[src/pkg/usart_params.svh]
// Register offsets, field positions, reset values and counts of the USART
`ifndef USART_PARAMS_SVH
`define USART_PARAMS_SVH
`define OFS_DATA    8'h00      // Data buffer port
`define OFS_SCRA    8'h04      // Status/control register A
`define OFS_SCRB    8'h08      // Status/control register B
`define OFS_CFG     8'h0C      // Frame format
`define OFS_BAUD    8'h10      // Oversample divisor
`define A_RDY       7
`define A_TDN       6
`define A_TBE       5
`define A_FRM       4
`define A_OVR       3
`define A_PAR       2
`define B_TDNIE     6
`define B_TBEIE     5
`define B_RXON      4
`define B_TXON      3
`define B_RX9       1
`define B_TX9       0
`define CS_NINE     3'h7       // Nine-bit characters
`define OS_LAST     4'hF       // Sixteen oversample ticks per bit
`define OS_MID      4'h7       // Middle of the start bit
`define BAUD_RST    12'h019    // Plain default divisor
`define CFG_RST     7'h03      // Async, one stop, no parity, 8 bits
`define FIFO_FULL   2'h2       // Two-character receive buffer
`endif

[src/pkg/usart_pkg.sv]
// Types shared by the USART datapath
package usart_pkg;
  typedef enum logic [2:0] {
    TX_IDLE, TX_START, TX_DATA, TX_PARITY, TX_STOP1, TX_STOP2
  } tx_state_e;
  typedef enum logic [2:0] {
    RX_IDLE, RX_START, RX_DATA, RX_PARITY, RX_STOP
  } rx_state_e;
  // One receive buffer slot: data with its status
  typedef struct packed {
    logic       ninth;
    logic       frm;
    logic       ovr;
    logic       par;
    logic [7:0] data;
  } rx_entry_s;
  // Frame format register
  typedef struct packed {
    logic       sync_mode;
    logic       two_stop;
    logic [1:0] parity_mode;
    logic [2:0] character_size_field;
  } frame_cfg_s;
endpackage : usart_pkg

[src/core/usart_core.sv]
// USART transmit/receive datapath with AHB-Lite register slave
// What this block and its software must do
// RULE1 - Buffer-empty flag high while transmit buffer empty
// RULE2 - Software writes zero to buffer-empty position
// RULE3 - Buffer-empty request held while flag set
// RULE4 - Data port write fills buffer, clears flag
// RULE5 - Done flag set when frame out, buffer empty
// RULE6 - Done flag cleared when taken or one written
// RULE7 - Done request raised when done flag sets
// RULE8 - Parity bit sent after last data bit
// RULE9 - Disable waits until shifter and buffer drain
// RULE10 - Receiver enable takes over serial input pin
// RULE11 - Synchronous mode samples on external transfer clock
// RULE12 - Reception starts on valid start bit only
// RULE13 - Second stop bit is ignored
// RULE14 - First stop bit moves frame into buffer
// RULE15 - Short characters read with upper zeros
// RULE16 - Software reads ninth bit before low byte
// RULE17 - Ninth bit and errors stored per frame
// RULE18 - Software reads status before data port
// RULE19 - Receive-complete flag shows unread data
// RULE20 - Receiver disable flushes buffer at once
// RULE21 - Framing error reflects first stop bit
// RULE22 - Overrun when buffer full and shifter waiting
// RULE23 - Software sets ninth bit before low byte
//
// The register addresses and the AHB-Lite interface to the registers were chosen for this implementation.
`include "usart_params.svh"
`timescale 1ns/1ps
`default_nettype none
module usart_core (
  input  wire logic        clk_sys,
  input  wire logic        rst_b,
  input  wire logic        hsel,
  input  wire logic [31:0] haddr,
  input  wire logic [1:0]  htrans,
  input  wire logic        hwrite,
  input  wire logic [2:0]  hsize,
  input  wire logic [31:0] hwdata,
  input  wire logic        hready,
  output logic             hreadyout,
  output logic [31:0]      hrdata,
  output logic             hresp,
  input  wire logic        rxd_pin,
  input  wire logic        sync_transfer_clock_pin,
  input  wire logic        tx_done_irq_taken,
  output logic             txd_out,
  output logic             txd_oe_b,
  output logic             rx_pin_owned,
  output logic             buffer_empty_irq,
  output logic             tx_done_irq
);
  import usart_pkg::*;

  // Data bits per character from the size field
  function automatic logic [3:0] frame_bits(input logic [2:0] cs);
    frame_bits = (cs == `CS_NINE) ? 4'h9 : 4'h5 + {2'h0, cs[1:0]};
  endfunction : frame_bits
  // Parity over masked data; odd parity inverts
  function automatic logic par_of(input logic [8:0] d, input logic odd);
    par_of = (^d) ^ odd;
  endfunction : par_of

  logic        ap_valid_ff;    // Data phase pending
  logic        ap_write_ff;    // Pending access is a write
  logic [7:0]  ap_addr_ff;     // Pending word address
  logic        hreadyout_ff;   // One wait state per access
  logic [31:0] hrdata_ff;      // Read data register
  frame_cfg_s  cfg_ff;         // Frame format
  logic [11:0] baud_ff;        // Oversample divisor
  logic        txon_ff;        // Transmitter on
  logic        rxon_ff;        // Receiver on
  logic        tbeie_ff;       // Buffer-empty request enable
  logic        tdnie_ff;       // Done request enable
  logic        tx9_ff;         // Transmit ninth bit
  logic        tdn_ff;         // Transmit done flag
  logic [8:0]  tx_buf_ff;      // Transmit buffer
  logic        tx_buf_v_ff;    // Buffer holds unsent character
  logic [8:0]  tx_sh_ff;       // Transmit shifter
  logic        tx_par_ff;      // Parity for current frame
  logic [3:0]  tx_cnt_ff;      // Data bits sent
  tx_state_e   tx_st_ff;       // Transmitter state
  logic [11:0] div_ff;         // Baud divider
  logic        os_tick_ff;     // 16x bit rate enable
  logic [3:0]  tx_os_ff;       // Oversample phase for transmit
  logic        rxd_m_ff;       // Input synchroniser stages
  logic        rxd_s_ff;
  logic        sck_m_ff;
  logic        sck_s_ff;
  logic        sck_d_ff;       // Delayed copy for edge detect
  rx_state_e   rx_st_ff;       // Receiver state
  logic [3:0]  rx_os_ff;       // Oversample phase for receive
  logic [3:0]  rx_cnt_ff;      // Data bits taken
  logic [8:0]  rx_sh_ff;       // Receive shifter
  logic        rx_par_ff;      // Received parity bit
  rx_entry_s   hold_ff;        // Frame waiting in the shifter
  logic        hold_v_ff;
  logic        ovr_pend_ff;    // Overrun seen, tag next frame
  rx_entry_s   mem [0:1];      // Two-character receive buffer
  logic        wptr_ff;
  logic        rptr_ff;
  logic [1:0]  fcnt_ff;
  logic        txd_ff;
  logic        txd_oe_b_ff;
  logic        rx_own_ff;
  logic        be_irq_ff;
  logic        td_irq_ff;

  // Combinational helpers
  logic [3:0]  nb;
  logic        par_en;
  logic        sck_rise;
  logic        tx_tick;
  logic        rx_samp;
  logic        wr_cyc;
  logic        rd_cyc;
  logic        wr_data;
  logic        rd_data;
  logic        tx_load;
  logic        tx_fin;
  logic        tdn_set;
  logic        start_det;
  logic        frame_done;
  logic        push;
  logic        pop;
  logic        rdy;
  logic        tbe;
  logic [8:0]  rx_val;
  rx_entry_s   head;
  rx_entry_s   new_ent;

  assign nb       = frame_bits(cfg_ff.character_size_field);
  assign par_en   = cfg_ff.parity_mode[1];
  assign sck_rise = sck_s_ff & ~sck_d_ff;
  assign wr_cyc   = ap_valid_ff & ap_write_ff;
  assign rd_cyc   = ap_valid_ff & ~ap_write_ff;
  assign wr_data  = wr_cyc & (ap_addr_ff == `OFS_DATA);
  assign rd_data  = rd_cyc & (ap_addr_ff == `OFS_DATA);
  assign tbe      = ~tx_buf_v_ff;                             // RULE1
  assign rdy      = (fcnt_ff != 2'h0);                        // RULE19
  assign head     = mem[rptr_ff];
  // Bit clock: transfer clock edge in sync mode, else divided tick
  assign tx_tick  = cfg_ff.sync_mode ? sck_rise :
                    (os_tick_ff && tx_os_ff == `OS_LAST);
  assign rx_samp  = cfg_ff.sync_mode ? sck_rise :             // RULE11
                    (os_tick_ff && rx_os_ff == `OS_LAST);
  assign tx_fin   = tx_tick && ((tx_st_ff == TX_STOP2) ||
                    (tx_st_ff == TX_STOP1 && !cfg_ff.two_stop));
  assign tx_load  = tx_buf_v_ff && (tx_fin ||
                    (tx_tick && tx_st_ff == TX_IDLE));
  assign tdn_set  = tx_fin && !tx_buf_v_ff;                   // RULE5
  assign start_det = rxon_ff && rx_st_ff == RX_IDLE && !rxd_s_ff &&
                     (!cfg_ff.sync_mode || sck_rise);         // RULE12
  assign frame_done = rxon_ff && rx_st_ff == RX_STOP && rx_samp;
  assign rx_val   = rx_sh_ff >> (4'h9 - nb);                  // RULE15
  assign push     = hold_v_ff && fcnt_ff != `FIFO_FULL;
  assign pop      = rd_data && rdy;
  always_comb begin
    new_ent.ninth = (nb == 4'h9) ? rx_val[8] : 1'b0;
    new_ent.data  = rx_val[7:0];
    new_ent.frm   = ~rxd_s_ff;                                // RULE21
    new_ent.ovr   = ovr_pend_ff;
    new_ent.par   = par_en &&
                    (par_of(rx_val, cfg_ff.parity_mode[0]) != rx_par_ff);
  end

  // Bus address phase; every access takes one wait state
  always_ff @(posedge clk_sys or negedge rst_b) begin
    if (!rst_b) begin
      ap_valid_ff  <= 1'b0;
      ap_write_ff  <= 1'b0;
      ap_addr_ff   <= 8'h00;
      hreadyout_ff <= 1'b1;
    end else begin
      ap_valid_ff  <= hsel & hready & htrans[1];
      ap_write_ff  <= hwrite;
      ap_addr_ff   <= {haddr[7:2], 2'h0};
      hreadyout_ff <= ~(hsel & hready & htrans[1]);
    end
  end

  // Read data captured in the data phase, after any write before it
  always_ff @(posedge clk_sys or negedge rst_b) begin
    if (!rst_b) begin
      hrdata_ff <= 32'h0000_0000;
    end else if (rd_cyc) begin
      case (ap_addr_ff)
        `OFS_DATA: hrdata_ff <= {24'h0, rdy ? head.data : 8'h00};
        `OFS_SCRA: hrdata_ff <= {24'h0, rdy, tdn_ff, tbe,
                                 rdy & head.frm, rdy & head.ovr,
                                 rdy & head.par, 2'h0};       // RULE17
        `OFS_SCRB: hrdata_ff <= {24'h0, 1'b0, tdnie_ff, tbeie_ff,
                                 rxon_ff, txon_ff, 1'b0,
                                 rdy & head.ninth, tx9_ff};
        `OFS_CFG:  hrdata_ff <= {25'h0, cfg_ff};
        `OFS_BAUD: hrdata_ff <= {20'h0, baud_ff};
        default:   hrdata_ff <= 32'h0000_0000;  // Unmapped reads zero
      endcase
    end
  end

  // Control registers; of the flag bits in register A only the done flag takes a write, where a one clears it
  always_ff @(posedge clk_sys or negedge rst_b) begin
    if (!rst_b) begin
      cfg_ff   <= `CFG_RST;
      baud_ff  <= `BAUD_RST;
      txon_ff  <= 1'b0;
      rxon_ff  <= 1'b0;
      tbeie_ff <= 1'b0;
      tdnie_ff <= 1'b0;
      tx9_ff   <= 1'b0;
    end else if (wr_cyc) begin
      case (ap_addr_ff)
        `OFS_SCRB: begin
          tdnie_ff <= hwdata[`B_TDNIE];
          tbeie_ff <= hwdata[`B_TBEIE];
          rxon_ff  <= hwdata[`B_RXON];
          txon_ff  <= hwdata[`B_TXON];
          tx9_ff   <= hwdata[`B_TX9];   // Taken at the next data write
        end
        `OFS_CFG:  cfg_ff  <= hwdata[6:0];
        `OFS_BAUD: baud_ff <= hwdata[11:0];
        default: ;                      // Other offsets ignore writes
      endcase
    end
  end

  // Oversample divider and input synchronisers
  always_ff @(posedge clk_sys or negedge rst_b) begin
    if (!rst_b) begin
      div_ff     <= 12'h000;
      os_tick_ff <= 1'b0;
      tx_os_ff   <= 4'h0;
      rxd_m_ff   <= 1'b1;
      rxd_s_ff   <= 1'b1;
      sck_m_ff   <= 1'b0;
      sck_s_ff   <= 1'b0;
      sck_d_ff   <= 1'b0;
    end else begin
      os_tick_ff <= (div_ff == 12'h000);
      div_ff     <= (div_ff == 12'h000) ? baud_ff : div_ff - 12'h001;
      if (os_tick_ff) begin
        tx_os_ff <= tx_os_ff + 4'h1;
      end
      rxd_m_ff <= rxd_pin;
      rxd_s_ff <= rxd_m_ff;
      sck_m_ff <= sync_transfer_clock_pin;
      sck_s_ff <= sck_m_ff;
      sck_d_ff <= sck_s_ff;
    end
  end

  // Transmit buffer; a write in the load cycle still lands
  always_ff @(posedge clk_sys or negedge rst_b) begin
    if (!rst_b) begin
      tx_buf_ff   <= 9'h000;
      tx_buf_v_ff <= 1'b0;
    end else begin
      if (tx_load) begin
        tx_buf_v_ff <= 1'b0;
      end
      if (wr_data && txon_ff) begin                           // RULE4
        tx_buf_ff   <= {tx9_ff, hwdata[7:0]} &
                       (9'h1FF >> (4'h9 - nb));
        tx_buf_v_ff <= 1'b1;                                  // RULE1
      end
    end
  end

  // Transmit shifter; a pending character follows the last stop bit
  always_ff @(posedge clk_sys or negedge rst_b) begin
    if (!rst_b) begin
      tx_st_ff  <= TX_IDLE;
      tx_sh_ff  <= 9'h000;
      tx_par_ff <= 1'b0;
      tx_cnt_ff <= 4'h0;
    end else if (tx_load) begin
      tx_st_ff  <= TX_START;
      tx_sh_ff  <= tx_buf_ff;
      tx_par_ff <= par_of(tx_buf_ff, cfg_ff.parity_mode[0]);  // RULE8
      tx_cnt_ff <= 4'h0;
    end else if (tx_tick) begin
      case (tx_st_ff)
        TX_START: tx_st_ff <= TX_DATA;
        TX_DATA: begin
          tx_sh_ff  <= tx_sh_ff >> 1;
          tx_cnt_ff <= tx_cnt_ff + 4'h1;
          if (tx_cnt_ff == nb - 4'h1) begin
            tx_st_ff <= par_en ? TX_PARITY : TX_STOP1;        // RULE8
          end
        end
        TX_PARITY: tx_st_ff <= TX_STOP1;
        TX_STOP1:  tx_st_ff <= cfg_ff.two_stop ? TX_STOP2 : TX_IDLE;
        TX_STOP2:  tx_st_ff <= TX_IDLE;
        default:   tx_st_ff <= TX_IDLE;
      endcase
    end
  end

  // Done flag: setting wins over a clear in the same cycle
  always_ff @(posedge clk_sys or negedge rst_b) begin
    if (!rst_b) begin
      tdn_ff <= 1'b0;
    end else if (tdn_set) begin
      tdn_ff <= 1'b1;                                         // RULE5
    end else if (tx_done_irq_taken ||
                 (wr_cyc && ap_addr_ff == `OFS_SCRA &&
                  hwdata[`A_TDN])) begin
      tdn_ff <= 1'b0;                                         // RULE6
    end
  end

  // Pin and request outputs, all registered
  always_ff @(posedge clk_sys or negedge rst_b) begin
    if (!rst_b) begin
      txd_ff      <= 1'b1;
      txd_oe_b_ff <= 1'b1;
      rx_own_ff   <= 1'b0;
      be_irq_ff   <= 1'b0;
      td_irq_ff   <= 1'b0;
    end else begin
      case (tx_st_ff)
        TX_START:  txd_ff <= 1'b0;
        TX_DATA:   txd_ff <= tx_sh_ff[0];
        TX_PARITY: txd_ff <= tx_par_ff;
        default:   txd_ff <= 1'b1;  // Idle and stop bits are high
      endcase
      // Pin stays ours while the transmitter is on, and after that until shifter and buffer are both empty
      txd_oe_b_ff <= ~(txon_ff || tx_buf_v_ff ||
                       tx_st_ff != TX_IDLE);                  // RULE9
      rx_own_ff   <= rxon_ff;                                 // RULE10
      be_irq_ff   <= tbeie_ff && tbe;                         // RULE3
      td_irq_ff   <= tdnie_ff && (tdn_ff || tdn_set) &&
                     !tx_done_irq_taken;                      // RULE7
    end
  end

  // Receiver sequencer; disable aborts a frame in flight
  always_ff @(posedge clk_sys or negedge rst_b) begin
    if (!rst_b) begin
      rx_st_ff  <= RX_IDLE;
      rx_os_ff  <= 4'h0;
      rx_cnt_ff <= 4'h0;
      rx_sh_ff  <= 9'h000;
      rx_par_ff <= 1'b0;
    end else if (!rxon_ff) begin
      rx_st_ff <= RX_IDLE;
    end else begin
      if (os_tick_ff) begin
        rx_os_ff <= rx_os_ff + 4'h1;
      end
      case (rx_st_ff)
        RX_IDLE: if (start_det) begin                         // RULE12
          rx_st_ff  <= cfg_ff.sync_mode ? RX_DATA : RX_START;
          rx_os_ff  <= 4'h0;
          rx_cnt_ff <= 4'h0;
        end
        RX_START: if (os_tick_ff && rx_os_ff == `OS_MID) begin
          // Glitch shorter than half a bit is not a start
          rx_st_ff <= rxd_s_ff ? RX_IDLE : RX_DATA;
          rx_os_ff <= 4'h0;
        end
        RX_DATA: if (rx_samp) begin
          rx_sh_ff  <= {rxd_s_ff, rx_sh_ff[8:1]};
          rx_cnt_ff <= rx_cnt_ff + 4'h1;
          if (rx_cnt_ff == nb - 4'h1) begin
            rx_st_ff <= par_en ? RX_PARITY : RX_STOP;
          end
        end
        RX_PARITY: if (rx_samp) begin
          rx_par_ff <= rxd_s_ff;
          rx_st_ff  <= RX_STOP;
        end
        // Only the first stop bit is looked at
        RX_STOP: if (rx_samp) rx_st_ff <= RX_IDLE;            // RULE13
        default: rx_st_ff <= RX_IDLE;
      endcase
    end
  end

  // Finished frame waits in the shifter, overrun tags the next one
  always_ff @(posedge clk_sys or negedge rst_b) begin
    if (!rst_b) begin
      hold_ff     <= '0;
      hold_v_ff   <= 1'b0;
      ovr_pend_ff <= 1'b0;
    end else if (!rxon_ff) begin
      hold_v_ff   <= 1'b0;                                    // RULE20
      ovr_pend_ff <= 1'b0;
    end else begin
      if (frame_done) begin
        hold_ff     <= new_ent;                               // RULE14
        hold_v_ff   <= 1'b1;
        ovr_pend_ff <= 1'b0;
      end else begin
        if (push) hold_v_ff <= 1'b0;
        if (start_det && fcnt_ff == `FIFO_FULL && hold_v_ff) begin
          ovr_pend_ff <= 1'b1;                                // RULE22
        end
      end
    end
  end

  // Receive buffer; a data port read advances it
  always_ff @(posedge clk_sys or negedge rst_b) begin
    if (!rst_b) begin
      wptr_ff <= 1'b0;
      rptr_ff <= 1'b0;
      fcnt_ff <= 2'h0;
      mem[0]  <= '0;
      mem[1]  <= '0;
    end else if (!rxon_ff) begin
      wptr_ff <= 1'b0;                                        // RULE20
      rptr_ff <= 1'b0;
      fcnt_ff <= 2'h0;
    end else begin
      if (push) begin
        mem[wptr_ff] <= hold_ff;                              // RULE17
        wptr_ff      <= ~wptr_ff;
      end
      if (pop) rptr_ff <= ~rptr_ff;                           // RULE17
      fcnt_ff <= fcnt_ff + {1'b0, push} - {1'b0, pop};
    end
  end

  assign hreadyout        = hreadyout_ff;
  assign hrdata           = hrdata_ff;
  assign hresp            = 1'b0;      // Always OKAY
  assign txd_out          = txd_ff;
  assign txd_oe_b         = txd_oe_b_ff;
  assign rx_pin_owned     = rx_own_ff;
  assign buffer_empty_irq = be_irq_ff;
  assign tx_done_irq      = td_irq_ff;
endmodule : usart_core
`default_nettype wire

[config.mk]
export PLATFORM = sky130hd
export DESIGN_NAME = usart_core
export DESIGN_NICKNAME = d
export VERILOG_FILES = /design/src/pkg/usart_pkg.sv /design/src/core/usart_core.sv
export VERILOG_INCLUDE_DIRS = /design/src /design/src/pkg
export SDC_FILE = /design/constraint.sdc
export NUM_CORES = 1
export LEC_CHECK = 0
export ABC_CLOCK_PERIOD_IN_PS = 7000
export BUFFER_PORTS_ARGS = -buffer_cell sky130_fd_sc_hd__buf_2
export CAP_MARGIN = 10
export CORE_UTILIZATION = 45
export CTS_CLUSTER_SIZE = 14
export DETAILED_ROUTE_END_ITERATION = 12
export GPL_ROUTABILITY_DRIVEN = 0
export PLACE_DENSITY = 0.62
export REMOVE_ABC_BUFFERS = 1
export SYNTH_ARGS = -nofsm -noshare
export SYNTH_HDL_FRONTEND = slang
export SYNTH_SLANG_ARGS = --single-unit
[constraint.sdc]
create_clock -name clk_sys -period 7 [get_ports clk_sys]
set_clock_uncertainty 0.05 [all_clocks]
set_input_delay 1.4 -clock clk_sys [delete_from_list [all_inputs] [get_ports clk_sys]]
set_output_delay 1.4 -clock clk_sys [all_outputs]
set_load 0.01 [all_outputs]
# [After elaboration in Yosys (flattened, before gate mapping)]
# Index checks and enable logic that the tools add are counted.
[classes] reduce_logical=61 n_bitwise=24 n_eq_ne=36 shift=2 order_cmp=3 mul=0 div=0 mux=58 n_addsub=10
[op_table] operator="$mux W12" n=5
[op_table] operator="$pmux W12 S5" n=1
[op_table] operator="$mux W3" n=12
[op_table] operator="$mux W4" n=9
[op_table] operator="$mux W9" n=3
[op_table] operator="$logic_and A1 B1 Y1" n=25
[op_table] operator="$bwmux W24" n=1
[op_table] operator="$ne A3 B3 Y1 const B" n=7
[op_table] operator="$reduce_xor A9 Y1" n=2
[op_table] operator="$mux W1" n=17
[op_table] operator="$add A4 B1 Y4 const B" n=4
[op_table] operator="$pmux W4 S2" n=2
[op_table] operator="$pmux W3 S5" n=1
[op_table] operator="$reduce_and A2 Y1" n=7
[op_table] operator="$demux W12 S1" n=1
[op_table] operator="$eq A3 B2 Y1 const B" n=4
[op_table] operator="$eq A3 B3 Y1 const B" n=4
[op_table] operator="$eq A4 B4 Y1 const B" n=3
[op_table] operator="$eq A6 B2 Y1 const B" n=2
[op_table] operator="$logic_not A12 Y1" n=1
[op_table] operator="$pmux W3 S4" n=1
[op_table] operator="$reduce_bool A2 Y1" n=6
[op_table] operator="$sub A12 B1 Y12 const B" n=1
[op_table] operator="$and A1 B1 Y1" n=11
[op_table] operator="other kinds (34)" n=64
[word_totals] memories=0 rom_bits=0 mem_bits_rw=0 reg_bits=183 latch_bits=0 in_bits=77 elab_cells=254

# [Longest topological paths before layout]
[depth] depth_word=9 mapped_depth=12

# [Least setup slack after synthesis]
# OpenSTA, ideal clock, no wires.
[synth_timing] path_kind="register to register" startpoint="register cfg_ff[0] (netlist name)" endpoint="register hold_ff[8] (netlist name)" path_slack_ns=4.229 synth_period_minus_slack_ns=2.771 stages_incl_launch_ff=12 t_arrival_ns=2.628 path_cell_list="dfstp_2 inv_1 ha_1 buf_4 mux2i_1 mux2_2 or2_2 a21oi_1 xnor2_1 xnor3_1 xnor2_1 o31ai_2"
[synth_between] elab_chain_len=8 word_cells_on_any_way=9
[synth_lines] element="start: declaration" line_no="usart_core.sv:69" source="frame_cfg_s cfg_ff;"
[synth_lines] element="start signal: assignment" line_no="usart_core.sv:205" source="cfg_ff <= `CFG_RST;"
[synth_lines] element="start signal: assignment" line_no="usart_core.sv:221" source="`OFS_CFG: cfg_ff <= hwdata[6:0];"
[synth_lines] element="$add A3 B2 Y4 or $eq A3 B3 Y1 (tied branches)"
[synth_lines] element="$mux W4 *" line_no="usart_core.sv:57" source="frame_bits = (cs == `CS_NINE) ? 4'h9 : 4'h5 + {2'h0, cs[1:0]};"
[synth_lines] element="$sub A4 B4 Y4 *" line_no="usart_core.sv:155" source="assign rx_val = rx_sh_ff >> (4'h9 - nb);"
[synth_lines] element="$shr A9 B4 Y9 *" line_no="usart_core.sv:155"
[synth_lines] element="$reduce_xor A9 Y1 *" line_no="usart_core.sv:61" source="par_of = (^d) ^ odd;"
[synth_lines] element="$xor A1 B1 Y1 *" line_no="usart_core.sv:61"
[synth_lines] element="$ne A1 B1 Y1 *" line_no="usart_core.sv:164" source="(par_of(rx_val, cfg_ff.parity_mode[0]) != rx_par_ff);"
[synth_lines] element="$logic_and A1 B1 Y1 *" line_no="usart_core.sv:163" source="new_ent.par = par_en &&"
[synth_lines] element="end signal: assignment" line_no="usart_core.sv:392" source="hold_ff <= new_ent;"
[synth_lines] element="end: declaration" line_no="usart_core.sv:96" source="rx_entry_s hold_ff;"
# Mark *: on every way between the ends. The rest lies on a longest branch, timed or not.
# A chain may end at the register's enable or synchronous reset.

# [Worst setup path in the final report]
[layout_timing] startpoint="register cfg_ff[0] (netlist name)" endpoint="register tx_st_ff[0]"
[layout_between] elab_chain_len=6 word_cells_on_any_way=7
[layout_lines] element="$add A3 B2 Y4 or $eq A3 B3 Y1 (tied branches)"
[layout_lines] element="$mux W4 *" line_no="usart_core.sv:57"
[layout_lines] element="$sub A4 B1 Y4 *" line_no="usart_core.sv:288" source="if (tx_cnt_ff == nb - 4'h1) begin"
[layout_lines] element="$eq A4 B4 Y1 *" line_no="usart_core.sv:288"
[layout_lines] element="$ne A3 B3 Y1 (no source line) *"
[layout_lines] element="$reduce_and A2 Y1 (no source line) *"
[layout_lines] element="end signal: assignment" line_no="usart_core.sv:289" source="tx_st_ff <= par_en ? TX_PARITY : TX_STOP1;"
[layout_lines] element="end signal: assignment" line_no="usart_core.sv:293" source="TX_STOP1: tx_st_ff <= cfg_ff.two_stop ? TX_STOP2 : TX_IDLE;"
[layout_lines] element="end: declaration" line_no="usart_core.sv:82" source="tx_state_e tx_st_ff;"
# Marked as above.

==> flow_summary.yaml <==
detailed_routing:
  via_count: 5402
  first_pass_iters: 5
  vias_per_cell: 5.38
  antenna_left: 0
  drc: 0
  wl_mm: 16.9
  wl_per_cell_um: 16.8
  drt-initial-drc-count: 329
clock_tree:
  clock_sinks: 163
  postCtsSetupRepairBufs: 0
  cts-root-buf: "clkbuf_16"
  clkTransAtPathRegs_ns: 0.06
  hold_buffers: 0
  cts_buffer_depth: 2
  htreeDepth: 4
  cts_tree: "yes"
  cts_resized: 0
  cts_buffers: 17
  clk_latency_ns: 0.43
worst_hold_path:
  hold_end: "sck_s_ff"
  worstHoldPathCells: 0
  hold_class: "flop to flop"
  hp-start: "sck_m_ff"
worst_setup_path:
  worstPathRequired_ns: 7.26
  cp.arrival_ns: 3.50
  r2r_setup_slack_ns: 3.75
  r2r_start: "cfg_ff[0]"
  reg2reg_depth: 8
  cp-end-kind: "flop"
  reg2reg_to: "tx_st_ff[0]"
  crit_type: "flop to flop"
  cp-start-kind: "flop"
  crit_fanout: 13
global_routing:
  antenna_found_initial: 0
  grt_pass1_wl_mm: 27.8
  grt_overflow: 0
  first_global_vias: 5391
  grt_max_degree: 99
  track_usage: 0.201
yosys:
  synthSimpleGateAreaFrac: 0.126
  synthCells: 729
  async_flop_share: 1.00
  synth_adder_area_share: 0.0204
  synth_top_family_by_area: "multiplexers"
  synth_compound_area_frac: 0.0934
  synth_edf_count: 0
  synthDistinctLibCells: 59
  synth_area_um2: 7960
  synth.avg_cell_area_um2: 10.9
  ys_seq_area_frac: 0.514
  synth-seq-cells: 163
  yosysWarningCount: 0
  synth.mux.area_fraction: 0.141
  synth_top_flop_cell: "dfrtp_1"
  synth_xor_area_frac: 0.0592
cells_and_area:
  diodes: 0
  syn2layout_area_growth_pct: 12.3
  drive_gt1_frac: 0.226
  final_cell_mix: "153 x dfrtp_1, 93 x nand2_1, 74 x mux2_2"
  final_nets: 857
  final_common_cell: "dfrtp_1"
die:
  dieArea_um2: 18200
  ios: 116
  initial_utilization: 0.460
  die_width_um: 135
  rows: 48
  die_h_um: 135
  core_um2: 17300
run:
  drv_cap: 0
timing:
  setup_tns_ns: 0
  min_period_ns: 3.25
  maxSlewViolCount: 0
  fin_crit_sh: 0.464
  setup_violations: 0
  hold_viol_final: 0
  hold_ws_ns: 0.302
  max_clock_freq_mhz: 308
  worstMarginPinSlew_ns: 1.04
  relSlewSlack: 0.302
  rsz0062_at_grt: "false"
pwr:
  switching_share: 0.247
  combPwrFrac: 0.099
  p_sw_uw: 568
  ir_drop_mv: 0.134
  p_int_uw: 1730
  powerDensity_nw_per_um2: 257
  pwr-share-clk: 0.436
  seqPwrFrac: 0.465
  p_leak_uw: 0.00419
placed_design:
  port_buffers: 44
  post-dp-hpwl_mm: 12.2
outcome:
  status: "completed"
==> sequential cells by signal, summed over array words and instances, names as in the netlist, 6 cells and up <==
name	count
tx_sh_ff	9
baud_ff	12
hrdata	12
div_ff	12
mem	24
hold_ff	12
tx_buf_ff	9
rx_sh_ff	9
ap_addr_ff	6
cfg_ff	7
==> layout make-up <==
| cell class | count | area, um^2 |
|---|---|---|
| fill | 1527 | 8360 |
| tap | 225 | 282 |
| multi-input combinational | 516 | 3580 |
| clock buffer | 20 | 467 |
| inverter | 19 | 73.8 |
| clock inverter | 12 | 178 |
| sequential | 163 | 4090 |
| timing repair buffer | 50 | 272 |
==> power by group through the flow <==
| stage | logic, uW | clock network [uW] | registers, uW |
|---|---|---|---|
| global route | 262 | 1060 | 1080 |
| floorplan | 154 | 0 | 1070 |
| global placement | 217 | 0 | 1080 |
| CTS | 230 | 1020 | 1070 |
| detailed placement | 227 | 0 | 1080 |
| finish | 227 | 1000 | 1070 |
==> cell usage after synthesis, drive strengths merged, types with 4 or more instances <==
cell    instances  area [um^2]
nor2b           7         43.8
o21ai          58          294
nand3          11         55.1
a211oi          4         30.0
ha             13          163
nor3           11         55.1
a21oi          22          110
xnor2          33          304
buf            29          210
o21a            4         30.0
nand4           6         37.5
o22ai           5         31.3
xor2           14          123
nand2b         13         81.3
inv            19         73.8
nand3b          5         37.5
a31oi           5         31.3
and2            5         31.3
nor4            6         37.5
dfrtp         153         3830
nor2           34          128
mux2           74          833
dfstp          10          263
mux2i          24          240
clkbuf         22         82.6
nand2          93          349
o31ai           6         50.1
and3            6         38.8
==> layer usage <==
layer  GRT usage  wire, um  vias up
li1            -         -     2586
met1       0.262      7660     2686
met2       0.332      8320      109
met3      0.0379       600       21
met4      0.0755       338        0
met5           0         0        -
==> per-stage QoR <==
stage          setup WS, ns  cell area, um^2  power (uW)  std cells   util
3_5_place_dp           3.73             8300        1310        973  0.480
6_report               3.75             8940        2300       1005  0.517
3_3_place_gp           3.81             8300        1300        973  0.480
2_1_floorplan          3.89             7740        1220        698      -
5_1_grt                3.54             8940        2400       1005  0.517
4_1_cts                3.70             8940        2310       1005  0.517
==> worst max-delay path by stage <==
stage,start,end,depth (start not counted)
after global routing,cfg_ff[0],tx_st_ff[2],8
after global placement,ap_addr_ff[2],fcnt_ff[1],10
after floorplan,ap_addr_ff[2],baud_ff[10],4
final,cfg_ff[0],tx_st_ff[0],8
after CTS,cfg_ff[0],tx_st_ff[2],8
after detailed placement,cfg_ff[0],tx_st_ff[2],8
==> logic make-up (layout without fill, tap and decap cells) <==
family                     count (synthesis)  count (layout)
xor gates and xnor gates                  49              49
AOI/OAI and AO/OA                        122             122
buffers and inverters                     70             101
and+or+nand+nor                          211             211
other                                      1              21
adders and majority gates                 13              13
DFF                                      163             163
muxes                                    100             100
==> worst max-delay path, stage by stage (launching register included) <==
cell     delay, ns
dfstp_2       0.60
inv_1         0.06
ha_1          0.56
inv_1         0.25
ha_1          0.39
xor2_1        0.18
nor4_1        0.40
o21ai_0       0.28
mux2_2        0.36
Power figures use the tool's default switching activity.
